--- config.mk ---
export PLATFORM = sky130hd
export DESIGN_NAME = i2c_master_collision_arbitration
export DESIGN_NICKNAME = d
export VERILOG_FILES = /design/src/hdl/i2c_coll_pkg.sv /design/src/hdl/i2c_master_collision_arbitration.sv /design/src/hdl/rate_counter.sv
export SDC_FILE = /design/constraint.sdc
export NUM_CORES = 1
export LEC_CHECK = 0
export ABC_CLOCK_PERIOD_IN_PS = 2600
export BUFFER_PORTS_ARGS = -buffer_cell sky130_fd_sc_hd__buf_2
export CORE_MARGIN = 10
export CORE_UTILIZATION = 56
export DETAILED_ROUTE_END_ITERATION = 8
export PLACE_DENSITY = 0.81
export REMOVE_ABC_BUFFERS = 1
export SLEW_MARGIN = 10
export SYNTH_ARGS = -nofsm -noshare
export SYNTH_HDL_FRONTEND = slang
export SYNTH_SLANG_ARGS = --single-unit
--- constraint.sdc ---
create_clock -name clk_in -period 2.6 [get_ports clk_in]
set_input_delay 0.52 -clock clk_in [delete_from_list [all_inputs] [get_ports clk_in]]
set_output_delay 0.52 -clock clk_in [all_outputs]
set_load 0.005 [all_outputs]
--- src/hdl/i2c_coll_pkg.sv ---
// Constants and types shared by the collision-aware I2C master.
package i2c_coll_pkg;
  // Register byte offsets.
  localparam logic [7:0] OFS_CTRL = 8'h00;
  localparam logic [7:0] OFS_STATUS = 8'h04;
  localparam logic [7:0] OFS_FLAGS = 8'h08;
  localparam logic [7:0] OFS_RELOAD = 8'h0c;
  localparam logic [7:0] OFS_BUFFER = 8'h10;
  // Control register bit positions.
  localparam int CTL_EN = 0;
  localparam int CTL_START = 1;
  localparam int CTL_RSTART = 2;
  localparam int CTL_STOP = 3;
  localparam int CTL_ACK = 4;
  localparam int CTL_ACKDT = 5;
  localparam logic [5:0] CTL_SEQ_MASK = 6'h1e;
  // Status register bit positions.
  localparam int STAT_BF = 0;
  localparam int STAT_ACKSTAT = 1;
  localparam int STAT_START_SEEN = 3;
  localparam int STAT_STOP_SEEN = 4;
  localparam int STAT_SLEW = 7;
  // Flag register bit positions, write one to clear.
  localparam int FLG_COLL = 0;
  localparam int FLG_EVT = 1;
  // Values after reset.
  localparam logic [5:0] CTL_RST = 6'h00;
  localparam logic [7:0] RELOAD_RST = 8'h0a;
  // Bit counts within a byte.
  localparam logic [3:0] BIT_LAST = 4'h7;
  localparam logic [3:0] BIT_ACK = 4'h8;
  // Bus responses.
  localparam logic [1:0] RESP_OKAY = 2'h0;
  localparam logic [1:0] RESP_SLVERR = 2'h2;
  typedef enum logic [4:0] {
    ST_IDLE = 5'h00,
    ST_S1 = 5'h01,
    ST_S2 = 5'h02,
    ST_R1 = 5'h03,
    ST_R2 = 5'h04,
    ST_R3 = 5'h05,
    ST_R4 = 5'h06,
    ST_P1 = 5'h07,
    ST_P2 = 5'h08,
    ST_P3 = 5'h09,
    ST_P4 = 5'h0a,
    ST_A1 = 5'h0b,
    ST_A2 = 5'h0c,
    ST_A3 = 5'h0d,
    ST_T_LO = 5'h0e,
    ST_T_WAIT = 5'h0f,
    ST_T_HI = 5'h10
  } state_e;
endpackage

--- src/hdl/i2c_master_collision_arbitration.sv ---
// I2C master sequencer with bus arbitration and an AXI4-Lite port.
//
// The address map and the AXI4-Lite slave port are this design's own decisions.
`timescale 1ns/10ps
// Summary of operation
// - Released one bit read back low with SCL high is a collision.
// - Collision in a byte halts shifting, clears buffer-full, frees lines.
// - Collision in a sequence aborts it and clears its sequence bit; enable stays set.
// - After a collision a bus STOP still sets the port event flag.
// - A buffer write after a collision restarts at the first bit.
// - Bus START and STOP detection both set the port event flag.
// - SDA or SCL low when START begins is a collision.
// - START releases both lines and loads the rate counter in the same cycle.
// - SCL low with SDA high in first START count is a collision.
// - SDA low in first START count reloads and drives SDA early.
// - Second START count drives SDA low, ignores SCL, then pulls SCL.
// - Repeated START checks SDA once SCL reads high after one count.
// - SCL falling with SDA released in second count is a collision.
// - Final Repeated START count ends by pulling SCL low.
// - STOP releases SDA at timeout; SDA low at the next timeout, or with SCL low, is a collision.
// - SCL low during STOP after it has read high, before SDA is released, is a collision.
// - Status slew bit selects slew limiting on the serial pins.
// - SDA rising while SCL high sets the stop-seen flag.
// - Reset disables the port and ends every sequence.
module i2c_master_collision_arbitration #(
  parameter int RELOAD_W = 7
) (
  // Clock and reset
  input wire logic clk_in,
  input wire logic rst_n_in,
  // AXI4-Lite write channels
  input wire logic [7:0] awaddr_in,
  input wire logic awvalid_in,
  output logic awready_out,
  input wire logic [31:0] wdata_in,
  input wire logic [3:0] wstrb_in,
  input wire logic wvalid_in,
  output logic wready_out,
  output logic [1:0] bresp_out,
  output logic bvalid_out,
  input wire logic bready_in,
  // AXI4-Lite read channels
  input wire logic [7:0] araddr_in,
  input wire logic arvalid_in,
  output logic arready_out,
  output logic [31:0] rdata_out,
  output logic [1:0] rresp_out,
  output logic rvalid_out,
  input wire logic rready_in,
  // Serial bus pins
  input wire logic sda_in,
  output logic sda_out,
  output logic sda_oe_out,
  input wire logic scl_in,
  output logic scl_out,
  output logic scl_oe_out,
  // Pin slew control and flags
  output logic slew_limit_out,
  output logic collision_flag_out,
  output logic port_event_flag_out
);
  if (RELOAD_W < 1 || RELOAD_W > 8)
  begin : g_chk
    $error("RELOAD_W must lie between 1 and 8");
  end

  typedef struct packed {
    logic sda_s1;
    logic sda_s2;
    logic sda_p;
    logic scl_s1;
    logic scl_s2;
    logic scl_p;
    i2c_coll_pkg::state_e st;
    logic [5:0] ctl;
    logic bf;
    logic ack_stat;
    logic start_seen;
    logic stop_seen;
    logic slew;
    logic coll;
    logic evt;
    logic [RELOAD_W-1:0] reload;
    logic [7:0] tbuf;
    logic [7:0] shift;
    logic [3:0] bitcnt;
    logic sda_oe;
    logic scl_oe;
    logic sda_o;
    logic scl_o;
    logic awready;
    logic wready;
    logic aw_have;
    logic w_have;
    logic [7:0] awaddr;
    logic [7:0] wdata;
    logic wstrb0;
    logic bvalid;
    logic [1:0] bresp;
    logic arready;
    logic rvalid;
    logic [31:0] rdata;
    logic [1:0] rresp;
  } regs_s;

  regs_s r;
  regs_s n;
  logic brg_load;
  logic brg_zero;
  logic collide;
  logic tx_req;
  logic wr_go;
  logic bus_start;
  logic bus_stop;

  rate_counter #(
    .WIDTH(RELOAD_W)
  ) u_rate (
    .clk_in(clk_in),
    .rst_n_in(rst_n_in),
    .load_in(brg_load),
    .reload_in(r.reload),
    .zero_out(brg_zero)
  );

  // Bus conditions compare the second synchroniser stage with its delayed copy.
  assign bus_start = r.scl_s2 & r.scl_p & r.sda_p & ~r.sda_s2;
  assign bus_stop = r.scl_s2 & r.scl_p & ~r.sda_p & r.sda_s2;

  always_comb
  begin
    n = r;
    brg_load = 1'b0;
    collide = 1'b0;
    tx_req = 1'b0;
    n.sda_s1 = sda_in;
    n.sda_s2 = r.sda_s1;
    n.sda_p = r.sda_s2;
    n.scl_s1 = scl_in;
    n.scl_s2 = r.scl_s1;
    n.scl_p = r.scl_s2;
    // Write address and data are taken in either order.
    if (awvalid_in && r.awready)
    begin
      n.aw_have = 1'b1;
      n.awaddr = awaddr_in;
    end
    if (wvalid_in && r.wready)
    begin
      n.w_have = 1'b1;
      n.wdata = wdata_in[7:0];
      n.wstrb0 = wstrb_in[0];
    end
    if (r.bvalid && bready_in)
    begin
      n.bvalid = 1'b0;
    end
    wr_go = n.aw_have && n.w_have && !n.bvalid;
    if (wr_go)
    begin
      n.aw_have = 1'b0;
      n.w_have = 1'b0;
      n.bvalid = 1'b1;
      n.bresp = i2c_coll_pkg::RESP_OKAY;
      if (n.awaddr == i2c_coll_pkg::OFS_CTRL)
      begin
        if (n.wstrb0)
        begin
          n.ctl = n.wdata[5:0];
        end
      end
      else if (n.awaddr == i2c_coll_pkg::OFS_STATUS)
      begin
        if (n.wstrb0)
        begin
          n.slew = n.wdata[i2c_coll_pkg::STAT_SLEW];
        end
      end
      else if (n.awaddr == i2c_coll_pkg::OFS_FLAGS)
      begin
        if (n.wstrb0)
        begin
          n.coll = r.coll & ~n.wdata[i2c_coll_pkg::FLG_COLL];
          n.evt = r.evt & ~n.wdata[i2c_coll_pkg::FLG_EVT];
        end
      end
      else if (n.awaddr == i2c_coll_pkg::OFS_RELOAD)
      begin
        if (n.wstrb0)
        begin
          n.reload = n.wdata[RELOAD_W-1:0];
        end
      end
      else if (n.awaddr == i2c_coll_pkg::OFS_BUFFER)
      begin
        if (n.wstrb0 && r.st == i2c_coll_pkg::ST_IDLE && !r.bf &&
            r.ctl[i2c_coll_pkg::CTL_EN] &&
            (r.ctl & i2c_coll_pkg::CTL_SEQ_MASK) == 6'h00)
        begin
          n.tbuf = n.wdata;
          tx_req = 1'b1;
        end
      end
      else
      begin
        n.bresp = i2c_coll_pkg::RESP_SLVERR;
      end
    end
    n.awready = !n.aw_have && !n.bvalid;
    n.wready = !n.w_have && !n.bvalid;
    if (r.rvalid && rready_in)
    begin
      n.rvalid = 1'b0;
    end
    if (arvalid_in && r.arready)
    begin
      n.rvalid = 1'b1;
      n.rresp = i2c_coll_pkg::RESP_OKAY;
      n.rdata = 32'h0000_0000;
      if (araddr_in == i2c_coll_pkg::OFS_CTRL)
      begin
        n.rdata[5:0] = r.ctl;
      end
      else if (araddr_in == i2c_coll_pkg::OFS_STATUS)
      begin
        n.rdata[i2c_coll_pkg::STAT_BF] = r.bf;
        n.rdata[i2c_coll_pkg::STAT_ACKSTAT] = r.ack_stat;
        n.rdata[i2c_coll_pkg::STAT_START_SEEN] = r.start_seen;
        n.rdata[i2c_coll_pkg::STAT_STOP_SEEN] = r.stop_seen;
        n.rdata[i2c_coll_pkg::STAT_SLEW] = r.slew;
      end
      else if (araddr_in == i2c_coll_pkg::OFS_FLAGS)
      begin
        n.rdata[i2c_coll_pkg::FLG_COLL] = r.coll;
        n.rdata[i2c_coll_pkg::FLG_EVT] = r.evt;
      end
      else if (araddr_in == i2c_coll_pkg::OFS_RELOAD)
      begin
        n.rdata[RELOAD_W-1:0] = r.reload;
      end
      else if (araddr_in == i2c_coll_pkg::OFS_BUFFER)
      begin
        n.rdata[7:0] = r.tbuf;
      end
      else
      begin
        n.rresp = i2c_coll_pkg::RESP_SLVERR;
      end
    end
    n.arready = !n.rvalid;
    // Bus monitor keeps running in every state; the set wins over a clear.
    if (bus_start)
    begin
      n.start_seen = 1'b1;
      n.stop_seen = 1'b0;
      n.evt = 1'b1;
    end
    if (bus_stop)
    begin
      n.stop_seen = 1'b1;
      n.start_seen = 1'b0;
      n.evt = 1'b1;
    end
    case (r.st)
      i2c_coll_pkg::ST_IDLE:
      begin
        if (r.ctl[i2c_coll_pkg::CTL_START])
        begin
          if (!r.sda_s2 || !r.scl_s2)
          begin
            collide = 1'b1;
          end
          else
          begin
            n.sda_oe = 1'b0;
            n.scl_oe = 1'b0;
            brg_load = 1'b1;
            n.st = i2c_coll_pkg::ST_S1;
          end
        end
        else if (r.ctl[i2c_coll_pkg::CTL_RSTART])
        begin
          n.sda_oe = 1'b0;
          brg_load = 1'b1;
          n.st = i2c_coll_pkg::ST_R1;
        end
        else if (r.ctl[i2c_coll_pkg::CTL_STOP])
        begin
          n.sda_oe = 1'b1;
          n.st = i2c_coll_pkg::ST_P1;
        end
        else if (r.ctl[i2c_coll_pkg::CTL_ACK])
        begin
          n.scl_oe = 1'b1;
          n.sda_oe = !r.ctl[i2c_coll_pkg::CTL_ACKDT];
          brg_load = 1'b1;
          n.st = i2c_coll_pkg::ST_A1;
        end
        else if (tx_req)
        begin
          n.shift = n.tbuf;
          n.bitcnt = 4'h0;
          n.bf = 1'b1;
          n.scl_oe = 1'b1;
          brg_load = 1'b1;
          n.st = i2c_coll_pkg::ST_T_LO;
        end
      end
      i2c_coll_pkg::ST_S1:
      begin
        if (!r.scl_s2 && r.sda_s2)
        begin
          collide = 1'b1;
        end
        else if (!r.sda_s2 || brg_zero)
        begin
          n.sda_oe = 1'b1;
          brg_load = 1'b1;
          n.st = i2c_coll_pkg::ST_S2;
        end
      end
      i2c_coll_pkg::ST_S2:
      begin
        if (brg_zero)
        begin
          n.scl_oe = 1'b1;
          n.ctl[i2c_coll_pkg::CTL_START] = 1'b0;
          n.st = i2c_coll_pkg::ST_IDLE;
        end
      end
      i2c_coll_pkg::ST_R1:
      begin
        if (brg_zero)
        begin
          n.scl_oe = 1'b0;
          n.st = i2c_coll_pkg::ST_R2;
        end
      end
      i2c_coll_pkg::ST_R2:
      begin
        if (r.scl_s2 && !r.sda_s2)
        begin
          collide = 1'b1;
        end
        else if (r.scl_s2)
        begin
          brg_load = 1'b1;
          n.st = i2c_coll_pkg::ST_R3;
        end
      end
      i2c_coll_pkg::ST_R3:
      begin
        if (!r.scl_s2 && r.sda_s2)
        begin
          collide = 1'b1;
        end
        else if (brg_zero)
        begin
          n.sda_oe = 1'b1;
          brg_load = 1'b1;
          n.st = i2c_coll_pkg::ST_R4;
        end
      end
      i2c_coll_pkg::ST_R4:
      begin
        if (brg_zero)
        begin
          n.scl_oe = 1'b1;
          n.ctl[i2c_coll_pkg::CTL_RSTART] = 1'b0;
          n.st = i2c_coll_pkg::ST_IDLE;
        end
      end
      i2c_coll_pkg::ST_P1:
      begin
        if (!r.sda_s2)
        begin
          n.scl_oe = 1'b0;
          n.st = i2c_coll_pkg::ST_P2;
        end
      end
      i2c_coll_pkg::ST_P2:
      begin
        if (r.scl_s2)
        begin
          brg_load = 1'b1;
          n.st = i2c_coll_pkg::ST_P3;
        end
      end
      i2c_coll_pkg::ST_P3:
      begin
        if (!r.scl_s2)
        begin
          collide = 1'b1;
        end
        else if (brg_zero)
        begin
          n.sda_oe = 1'b0;
          brg_load = 1'b1;
          n.st = i2c_coll_pkg::ST_P4;
        end
      end
      i2c_coll_pkg::ST_P4:
      begin
        if ((!r.scl_s2 && !r.sda_s2) || (brg_zero && !r.sda_s2))
        begin
          collide = 1'b1;
        end
        else if (brg_zero)
        begin
          n.ctl[i2c_coll_pkg::CTL_STOP] = 1'b0;
          n.evt = 1'b1;
          n.st = i2c_coll_pkg::ST_IDLE;
        end
      end
      i2c_coll_pkg::ST_A1:
      begin
        if (brg_zero)
        begin
          n.scl_oe = 1'b0;
          n.st = i2c_coll_pkg::ST_A2;
        end
      end
      i2c_coll_pkg::ST_A2:
      begin
        if (r.scl_s2)
        begin
          brg_load = 1'b1;
          n.st = i2c_coll_pkg::ST_A3;
        end
      end
      i2c_coll_pkg::ST_A3:
      begin
        if (r.ctl[i2c_coll_pkg::CTL_ACKDT] && !r.sda_s2)
        begin
          collide = 1'b1;
        end
        else if (brg_zero)
        begin
          n.scl_oe = 1'b1;
          n.ctl[i2c_coll_pkg::CTL_ACK] = 1'b0;
          n.evt = 1'b1;
          n.st = i2c_coll_pkg::ST_IDLE;
        end
      end
      i2c_coll_pkg::ST_T_LO:
      begin
        n.sda_oe = !r.shift[7];
        if (brg_zero)
        begin
          n.scl_oe = 1'b0;
          n.st = i2c_coll_pkg::ST_T_WAIT;
        end
      end
      i2c_coll_pkg::ST_T_WAIT:
      begin
        if (r.scl_s2)
        begin
          brg_load = 1'b1;
          n.st = i2c_coll_pkg::ST_T_HI;
        end
      end
      i2c_coll_pkg::ST_T_HI:
      begin
        if (r.bitcnt != i2c_coll_pkg::BIT_ACK && r.shift[7] && !r.sda_s2)
        begin
          collide = 1'b1;
        end
        else if (brg_zero)
        begin
          n.scl_oe = 1'b1;
          brg_load = 1'b1;
          if (r.bitcnt == i2c_coll_pkg::BIT_ACK)
          begin
            n.ack_stat = r.sda_s2;
            n.evt = 1'b1;
            n.st = i2c_coll_pkg::ST_IDLE;
          end
          else
          begin
            n.shift = {r.shift[6:0], 1'b1};
            n.bitcnt = r.bitcnt + 4'h1;
            if (r.bitcnt == i2c_coll_pkg::BIT_LAST)
            begin
              n.bf = 1'b0;
            end
            n.st = i2c_coll_pkg::ST_T_LO;
          end
        end
      end
      default:
      begin
        n.st = i2c_coll_pkg::ST_IDLE;
      end
    endcase
    if (collide || !n.ctl[i2c_coll_pkg::CTL_EN])
    begin
      n.coll = n.coll | collide;
      n.st = i2c_coll_pkg::ST_IDLE;
      n.sda_oe = 1'b0;
      n.scl_oe = 1'b0;
      n.bf = 1'b0;
      n.ctl = n.ctl & ~i2c_coll_pkg::CTL_SEQ_MASK;
    end
  end

  always_ff @(posedge clk_in)
  begin
    if (!rst_n_in)
    begin
      r <= '0;
      r.ctl <= i2c_coll_pkg::CTL_RST;
      r.reload <= i2c_coll_pkg::RELOAD_RST[RELOAD_W-1:0];
      r.sda_s1 <= 1'b1;
      r.sda_s2 <= 1'b1;
      r.sda_p <= 1'b1;
      r.scl_s1 <= 1'b1;
      r.scl_s2 <= 1'b1;
      r.scl_p <= 1'b1;
    end
    else
    begin
      r <= n;
    end
  end

  assign awready_out = r.awready;
  assign wready_out = r.wready;
  assign bvalid_out = r.bvalid;
  assign bresp_out = r.bresp;
  assign arready_out = r.arready;
  assign rvalid_out = r.rvalid;
  assign rdata_out = r.rdata;
  assign rresp_out = r.rresp;
  // Pins only ever pull low; the enable alone decides the level.
  assign sda_out = r.sda_o;
  assign scl_out = r.scl_o;
  assign sda_oe_out = r.sda_oe;
  assign scl_oe_out = r.scl_oe;
  assign slew_limit_out = r.slew;
  assign collision_flag_out = r.coll;
  assign port_event_flag_out = r.evt;
endmodule

--- src/hdl/rate_counter.sv ---
// Down counter that times each phase of the serial clock.
`timescale 1ns/10ps
module rate_counter #(
  parameter int WIDTH = 7
) (
  // Clock and reset
  input wire logic clk_in,
  input wire logic rst_n_in,
  // Control
  input wire logic load_in,
  input wire logic [WIDTH-1:0] reload_in,
  // Status
  output logic zero_out
);
  typedef struct packed {
    logic [WIDTH-1:0] count;
    logic zero;
  } cnt_s;

  cnt_s r;
  cnt_s n;

  always_comb
  begin
    n = r;
    if (load_in)
    begin
      n.count = reload_in;
    end
    else if (r.count != '0)
    begin
      n.count = r.count - 1'b1;
    end
    n.zero = (n.count == '0) && !load_in;
  end

  always_ff @(posedge clk_in)
  begin
    if (!rst_n_in)
    begin
      r <= '0;
    end
    else
    begin
      r <= n;
    end
  end

  assign zero_out = r.zero;
endmodule

* Word level (Yosys, flattened, before mapping)
Index checks and enable logic that the tools add are counted.
Operators by class: add/subtract/negate cells 2, multipliers 0, div/mod/pow operators 0, $lt $le $gt $ge 0, equal/unequal tests 60, shift operators 0, multiplexer cells 173, bitwise logic cells 17, reduce and logical (&&, ||, !) cells 61
Operators by type and width (count):
- $mux W5 | 26
- $mux W12 | 8
- $mux W1 | 81
- $mux W8 | 10
- $pmux W5 S16 | 1
- $mux W17 | 3
- $mux W2 | 22
- $eq A5 B4 Y1 const B | 8
- $ne A2 B2 Y1 const B | 20
- $mux W35 | 1
- $mux W7 | 5
- $eq A8 B4 Y1 const B | 4
- $mux W6 | 5
- $reduce_and A9 Y1 | 3
- $pmux W12 S2 | 1
- $logic_and A1 B1 Y1 | 21
- $reduce_and A21 Y1 | 1
- $eq A5 B3 Y1 const B | 4
- $eq A8 B3 Y1 const B | 2
- $eq A8 B5 Y1 const B | 2
- $logic_not A8 Y1 | 2
- $mux W15 | 1
- $ne A2 B1 Y1 const B | 7
- $pmux W1 S7 | 2
- 35 further kinds | 73
Word-level totals: register bits after elaboration 97, latch bits 0, memory bits (writable) 0, bits in read-only memories 0, input port bits 61, memories 0

* Depth between registers and ports, before layout
word-level depth 22, depth in mapped cells 9, depth with buffers taken out 8

* By module
Synthesis repeated with hierarchy kept, for this count alone.
Second synthesis, totals: cell total of the unflattened synthesis 665, area, all modules 5401.4 um2
Modules (own cells, without submodules):
- i2c_master_collision_arbitration | times used 1, cells an instance 598, area each 4857.2 um2
- rate_counter | times used 1, cells an instance 67, area each 544.3 um2

* Least setup slack after synthesis
No wires, ideal clock.
path type input-to-reg, start input awaddr_in[3], end register r[104] in the netlist's numbering, setup time 116 ps, arrival time 2166 ps, setup slack 319 ps, stages on the path 7, cells stage by stage nand4bb_1 > o2bb2a_1 > a2111o_1 > buf_6 > a21oi_4 > mux2_2 > and3_1
On the way: longest elaborated chain between the ends 10
RTL lines:
- from (decl) | line i2c_master_collision_arbitration.sv:32 | input wire logic [7:0] awaddr_in,
- $mux W8 * | line i2c_master_collision_arbitration.sv:143 | if (awvalid_in && r.awready)
- $eq A8 B5 Y1 | line i2c_master_collision_arbitration.sv:194 | else if (n.awaddr == i2c_coll_pkg::OFS_BUFFER)
- $mux W1 | line i2c_master_collision_arbitration.sv:194
- $mux W1 | line i2c_master_collision_arbitration.sv:187 | else if (n.awaddr == i2c_coll_pkg::OFS_RELOAD)
- $mux W1 | line i2c_master_collision_arbitration.sv:179 | else if (n.awaddr == i2c_coll_pkg::OFS_FLAGS)
- $mux W1 | line i2c_master_collision_arbitration.sv:172 | else if (n.awaddr == i2c_coll_pkg::OFS_STATUS)
- $mux W1 | line i2c_master_collision_arbitration.sv:165 | if (n.awaddr == i2c_coll_pkg::OFS_CTRL)
- $mux W1 | line i2c_master_collision_arbitration.sv:159 | if (wr_go)
- $ne A6 B6 Y1 (no line)
- $reduce_and A21 Y1 (no line)
- to (signal assigned) | line i2c_master_collision_arbitration.sv:522 | r <= n;
- to (decl) | line i2c_master_collision_arbitration.sv:106 | regs_s r;
Every way passes the cells marked *; elsewhere a longest branch is shown, timed or not. A chain may end at the register's enable or synchronous reset.

* Final worst setup path
start register r[104] in the netlist's numbering, end register r[67] in the netlist's numbering
On the way: longest elaborated chain between the ends 14
RTL lines:
- $logic_not A5 Y1 | line i2c_master_collision_arbitration.sv:196, i2c_master_collision_arbitration.sv:264
- $logic_and A1 B1 Y1 (3 in a row) | line i2c_master_collision_arbitration.sv:196 | if (n.wstrb0 && r.st == i2c_coll_pkg::ST_IDLE && !r.bf &&
- $logic_and A1 B1 Y1 | line i2c_master_collision_arbitration.sv:197 | r.ctl[i2c_coll_pkg::CTL_EN] &&
- $mux W1 | line i2c_master_collision_arbitration.sv:196
- $mux W1 | line i2c_master_collision_arbitration.sv:194
- $mux W1 | line i2c_master_collision_arbitration.sv:187
- $mux W1 | line i2c_master_collision_arbitration.sv:179
- $mux W1 | line i2c_master_collision_arbitration.sv:172
- $mux W1 | line i2c_master_collision_arbitration.sv:165
- $mux W1 | line i2c_master_collision_arbitration.sv:159
- $ne A2 B2 Y1 (no line)
- $reduce_and A9 Y1 (no line)
Several ways; a longest one is shown, not always the timed one.

==> results.cfg <==
[logic_synthesis]
synth_top_cell_area_share_pct = 34.4
syn_area_per_cell_um2 = 8.27
synth_cell_types = 85
yosysTopAreaCell = dfxtp_1
netlist_area_um2 = 5530
synth-async-reset-ratio_pct = 0
ys_seq_area_share_pct = 34.4
ys.warnings.count = 0
ys_ff_latch = 95
syn_inst = 669
synth_ff_type = dfxtp_1
yosys-top-cells-area = dfxtp_1 34%, buf_4 5.3%, a21oi_1 5.0%, nand2_1 4.5%, nor2_1 3.8%
synth_edf_count = 0

[routing]
vias_per_cell = 6.05
vias = 5242
drtAntennaViolNets = 0
wl_per_cell_um = 17.7
dr.pass1.iters = 5
drc = 0
first_iter_violations = 572
wl_um = 15300

[global_route]
antenna_found_initial = 0
grt_use_met3_pct = 4.96
use_met1_pct = 24.3
use_met2_pct = 36.3
grt_start_max_net_pins = 48
grt_usage_pct = 21.0
top_usage_layer = met2
grt_pass1_wl_um = 25000
grt_pass1_vias = 5097
overflow = 0

[power]
totalPowerFinal_uw = 3230
power_density_nw_per_um2 = 528
seqPwrFrac_pct = 49.8
p_int_uw = 2250
power.share.clock_pct = 29.9
switching_share_pct = 30.4
power_leakage_uw = 0.00246
comb_power_share_pct = 20.2
switchingPower_uw = 981
ir_worst_vdd_mv = 0.365

[cts]
htreeDepth = 3
clk_pin_slew_ns = 0.11
clock_tree.buffer_depth = 2
cts_tree = built
root_buffer = clkbuf_8
clk_latency_ns = 0.37
numCtsBuffers = 9
clock-sinks = 95

[worst_setup_path]
critical_path_class = flop to flop
cpMaxStageDelayCell = or4_1
worstPathCellList = buf_12 > nor4_4 > and2_1 > nand2_1 > a21boi_1 > or4_1 > a21oi_1
critPathTopFamily = simple AND/OR/NAND/NOR gates
endpoint_kind = flop
cp.arrival_ns = 2.68
cp.required_ns = 2.88
cp_num_buf_inv = 1
critPathLaunchType = flop
crit_path_max_fanout = 21
max_stage_delay_ns = 0.50

[timing]
rsz0062_at_grt = false
skew_ns = 0.0230
hold_viol = 0
whs_ns = 0.337
min_period_ns = 2.40
max_slew.worst_pin.slew_ns = 0.547
finalMaxSlewViolations = 0
setup_slack_ns = 0.198
slew_headroom_pct = 63.2
fin_crit_sh_pct = 92.4
setup_viol = 0
fmax_mhz = 416

[floorplanning]
die_h_um = 119
pin_count = 109
dieArea_um2 = 14300
initial_core_util_pct = 57.1
core_area_um2 = 9680
die_w_um = 119
rows = 36

[cells_and_area]
final_common_cell = dfxtp_1
seq_area_um2 = 1900
area_delta_synth_final_pct = 10.6
final_cell_area_um2 = 6110
drive_above_1_share_pct = 20.3
multi_input_area_um2 = 3160
nNetsFinal = 793
nFillCells = 866
n_antenna_cell = 0
layout_common_cells = 94 x dfxtp_1, 67 x nand2_1, 55 x nor2_1, 55 x a21oi_1, 53 x buf_2

[placement]
pre_cts_slack_ns = -0.00498
portBuffers = 53
place_area_um2 = 5920
gp_congestion = 0.975
post-dp-hpwl_um = 11500

[min_path]
hold_class = input pin to flop

[job]
cap_violations = 0

[run_status]
status = completed
flip-flops by register name, summed over array words and instances, names as in the netlist, 4 cells and up:
| register | count |
|---|---|
| u_rate.r | 7 |
| rdata_out | 8 |
| r | 63 |
| n | 4 |
cell usage after synthesis (3+ instances only):
library cell  count
o21ai_0          29
mux2i_1          20
buf_2             6
o22ai_1           6
or3_1             9
nand2_1          67
o21a_1            7
a31oi_1           8
nand3b_1          5
and3_1            8
buf_4            39
inv_1            20
nand2b_1         14
nor4b_1           3
and2_1            9
ha_1              4
nor2b_1           8
a311oi_1          8
o211a_1           3
buf_6             5
or2_2             3
o31ai_1           3
o211ai_1         11
xnor2_1           3
nor2_1           56
nor4_1            8
nand3_1          20
a21oi_1          55
a22oi_1           4
a211oi_1         11
or4_1             3
clkbuf_1         22
dfxtp_1          95
mux2_2           10
o2111ai_1         3
a32oi_1           3
nor3_1           20
kinds of logic after synthesis:
logic type / synth area share [%]
AOI/OAI and AO/OA: 23.5
xor gates and xnor gates: 0.792
adders and majority gates: 0.905
buffers and inverters: 10.4
DFF: 34.4
muxes: 5.93
other: 0.0678
and+or+nand+nor: 24.1
worst paths after layout:
check | cells after the start | slack, ns | end | start
min | 2 | 0.34 | n[110]$_SDFF_PN1_ | scl_in
max reg2reg | 7 | 0.20 | r[67]$_SDFFE_PN0P_ | r[104]$_SDFFE_PP0P_
max | 7 | 0.20 | r[67]$_SDFFE_PN0P_ | r[104]$_SDFFE_PP0P_
min reg2reg | 1 | 0.41 | n[112]$_SDFF_PN1_ | n[113]$_SDFF_PN1_
per-layer routing:
metal,vias to the layer above,wire length (µm)
li1,2475,-
met1,2491,6190
met2,237,7530
met3,39,1130
met4,0,459
met5,-,0
power groups by stage:
stage / sequential [µW] / combinational (µW) / clock [µW]
floorplan: 1630 / 443 / 0
global placement: 1630 / 609 / 0
detailed placement: 1640 / 636 / 0
CTS: 1600 / 642 / 978
global route: 1620 / 718 / 1030
finish: 1610 / 653 / 966
metrics by stage:
stage / util, % / setup TNS, ns / std cells
2_1_floorplan: - / -0.0514 / 620
4_1_cts: 63.1 / 0 / 866
3_5_place_dp: 61.1 / -0.00498 / 850
6_report: 63.1 / 0 / 866
3_3_place_gp: 61.1 / 0 / 850
5_1_grt: 63.1 / 0 / 866
final cells by class:
class / instances / share of cell area, %
tap: 133 / 2.72
inverter: 20 / 1.23
clock inverter: 5 / 0.962
timing repair buffer: 97 / 10.1
clock buffer: 11 / 2.15
sequential: 95 / 31.1
multi-input combinational: 505 / 51.7
timing repair:
action / 4_1_cts / 5_1_grt
hold buffers: 0 / 0
gates resized for setup: 0 / 3
endpoints found under the setup margin: 0 / 9
buffers inserted: 0 / 0
(Power assumes the default switching activity.)
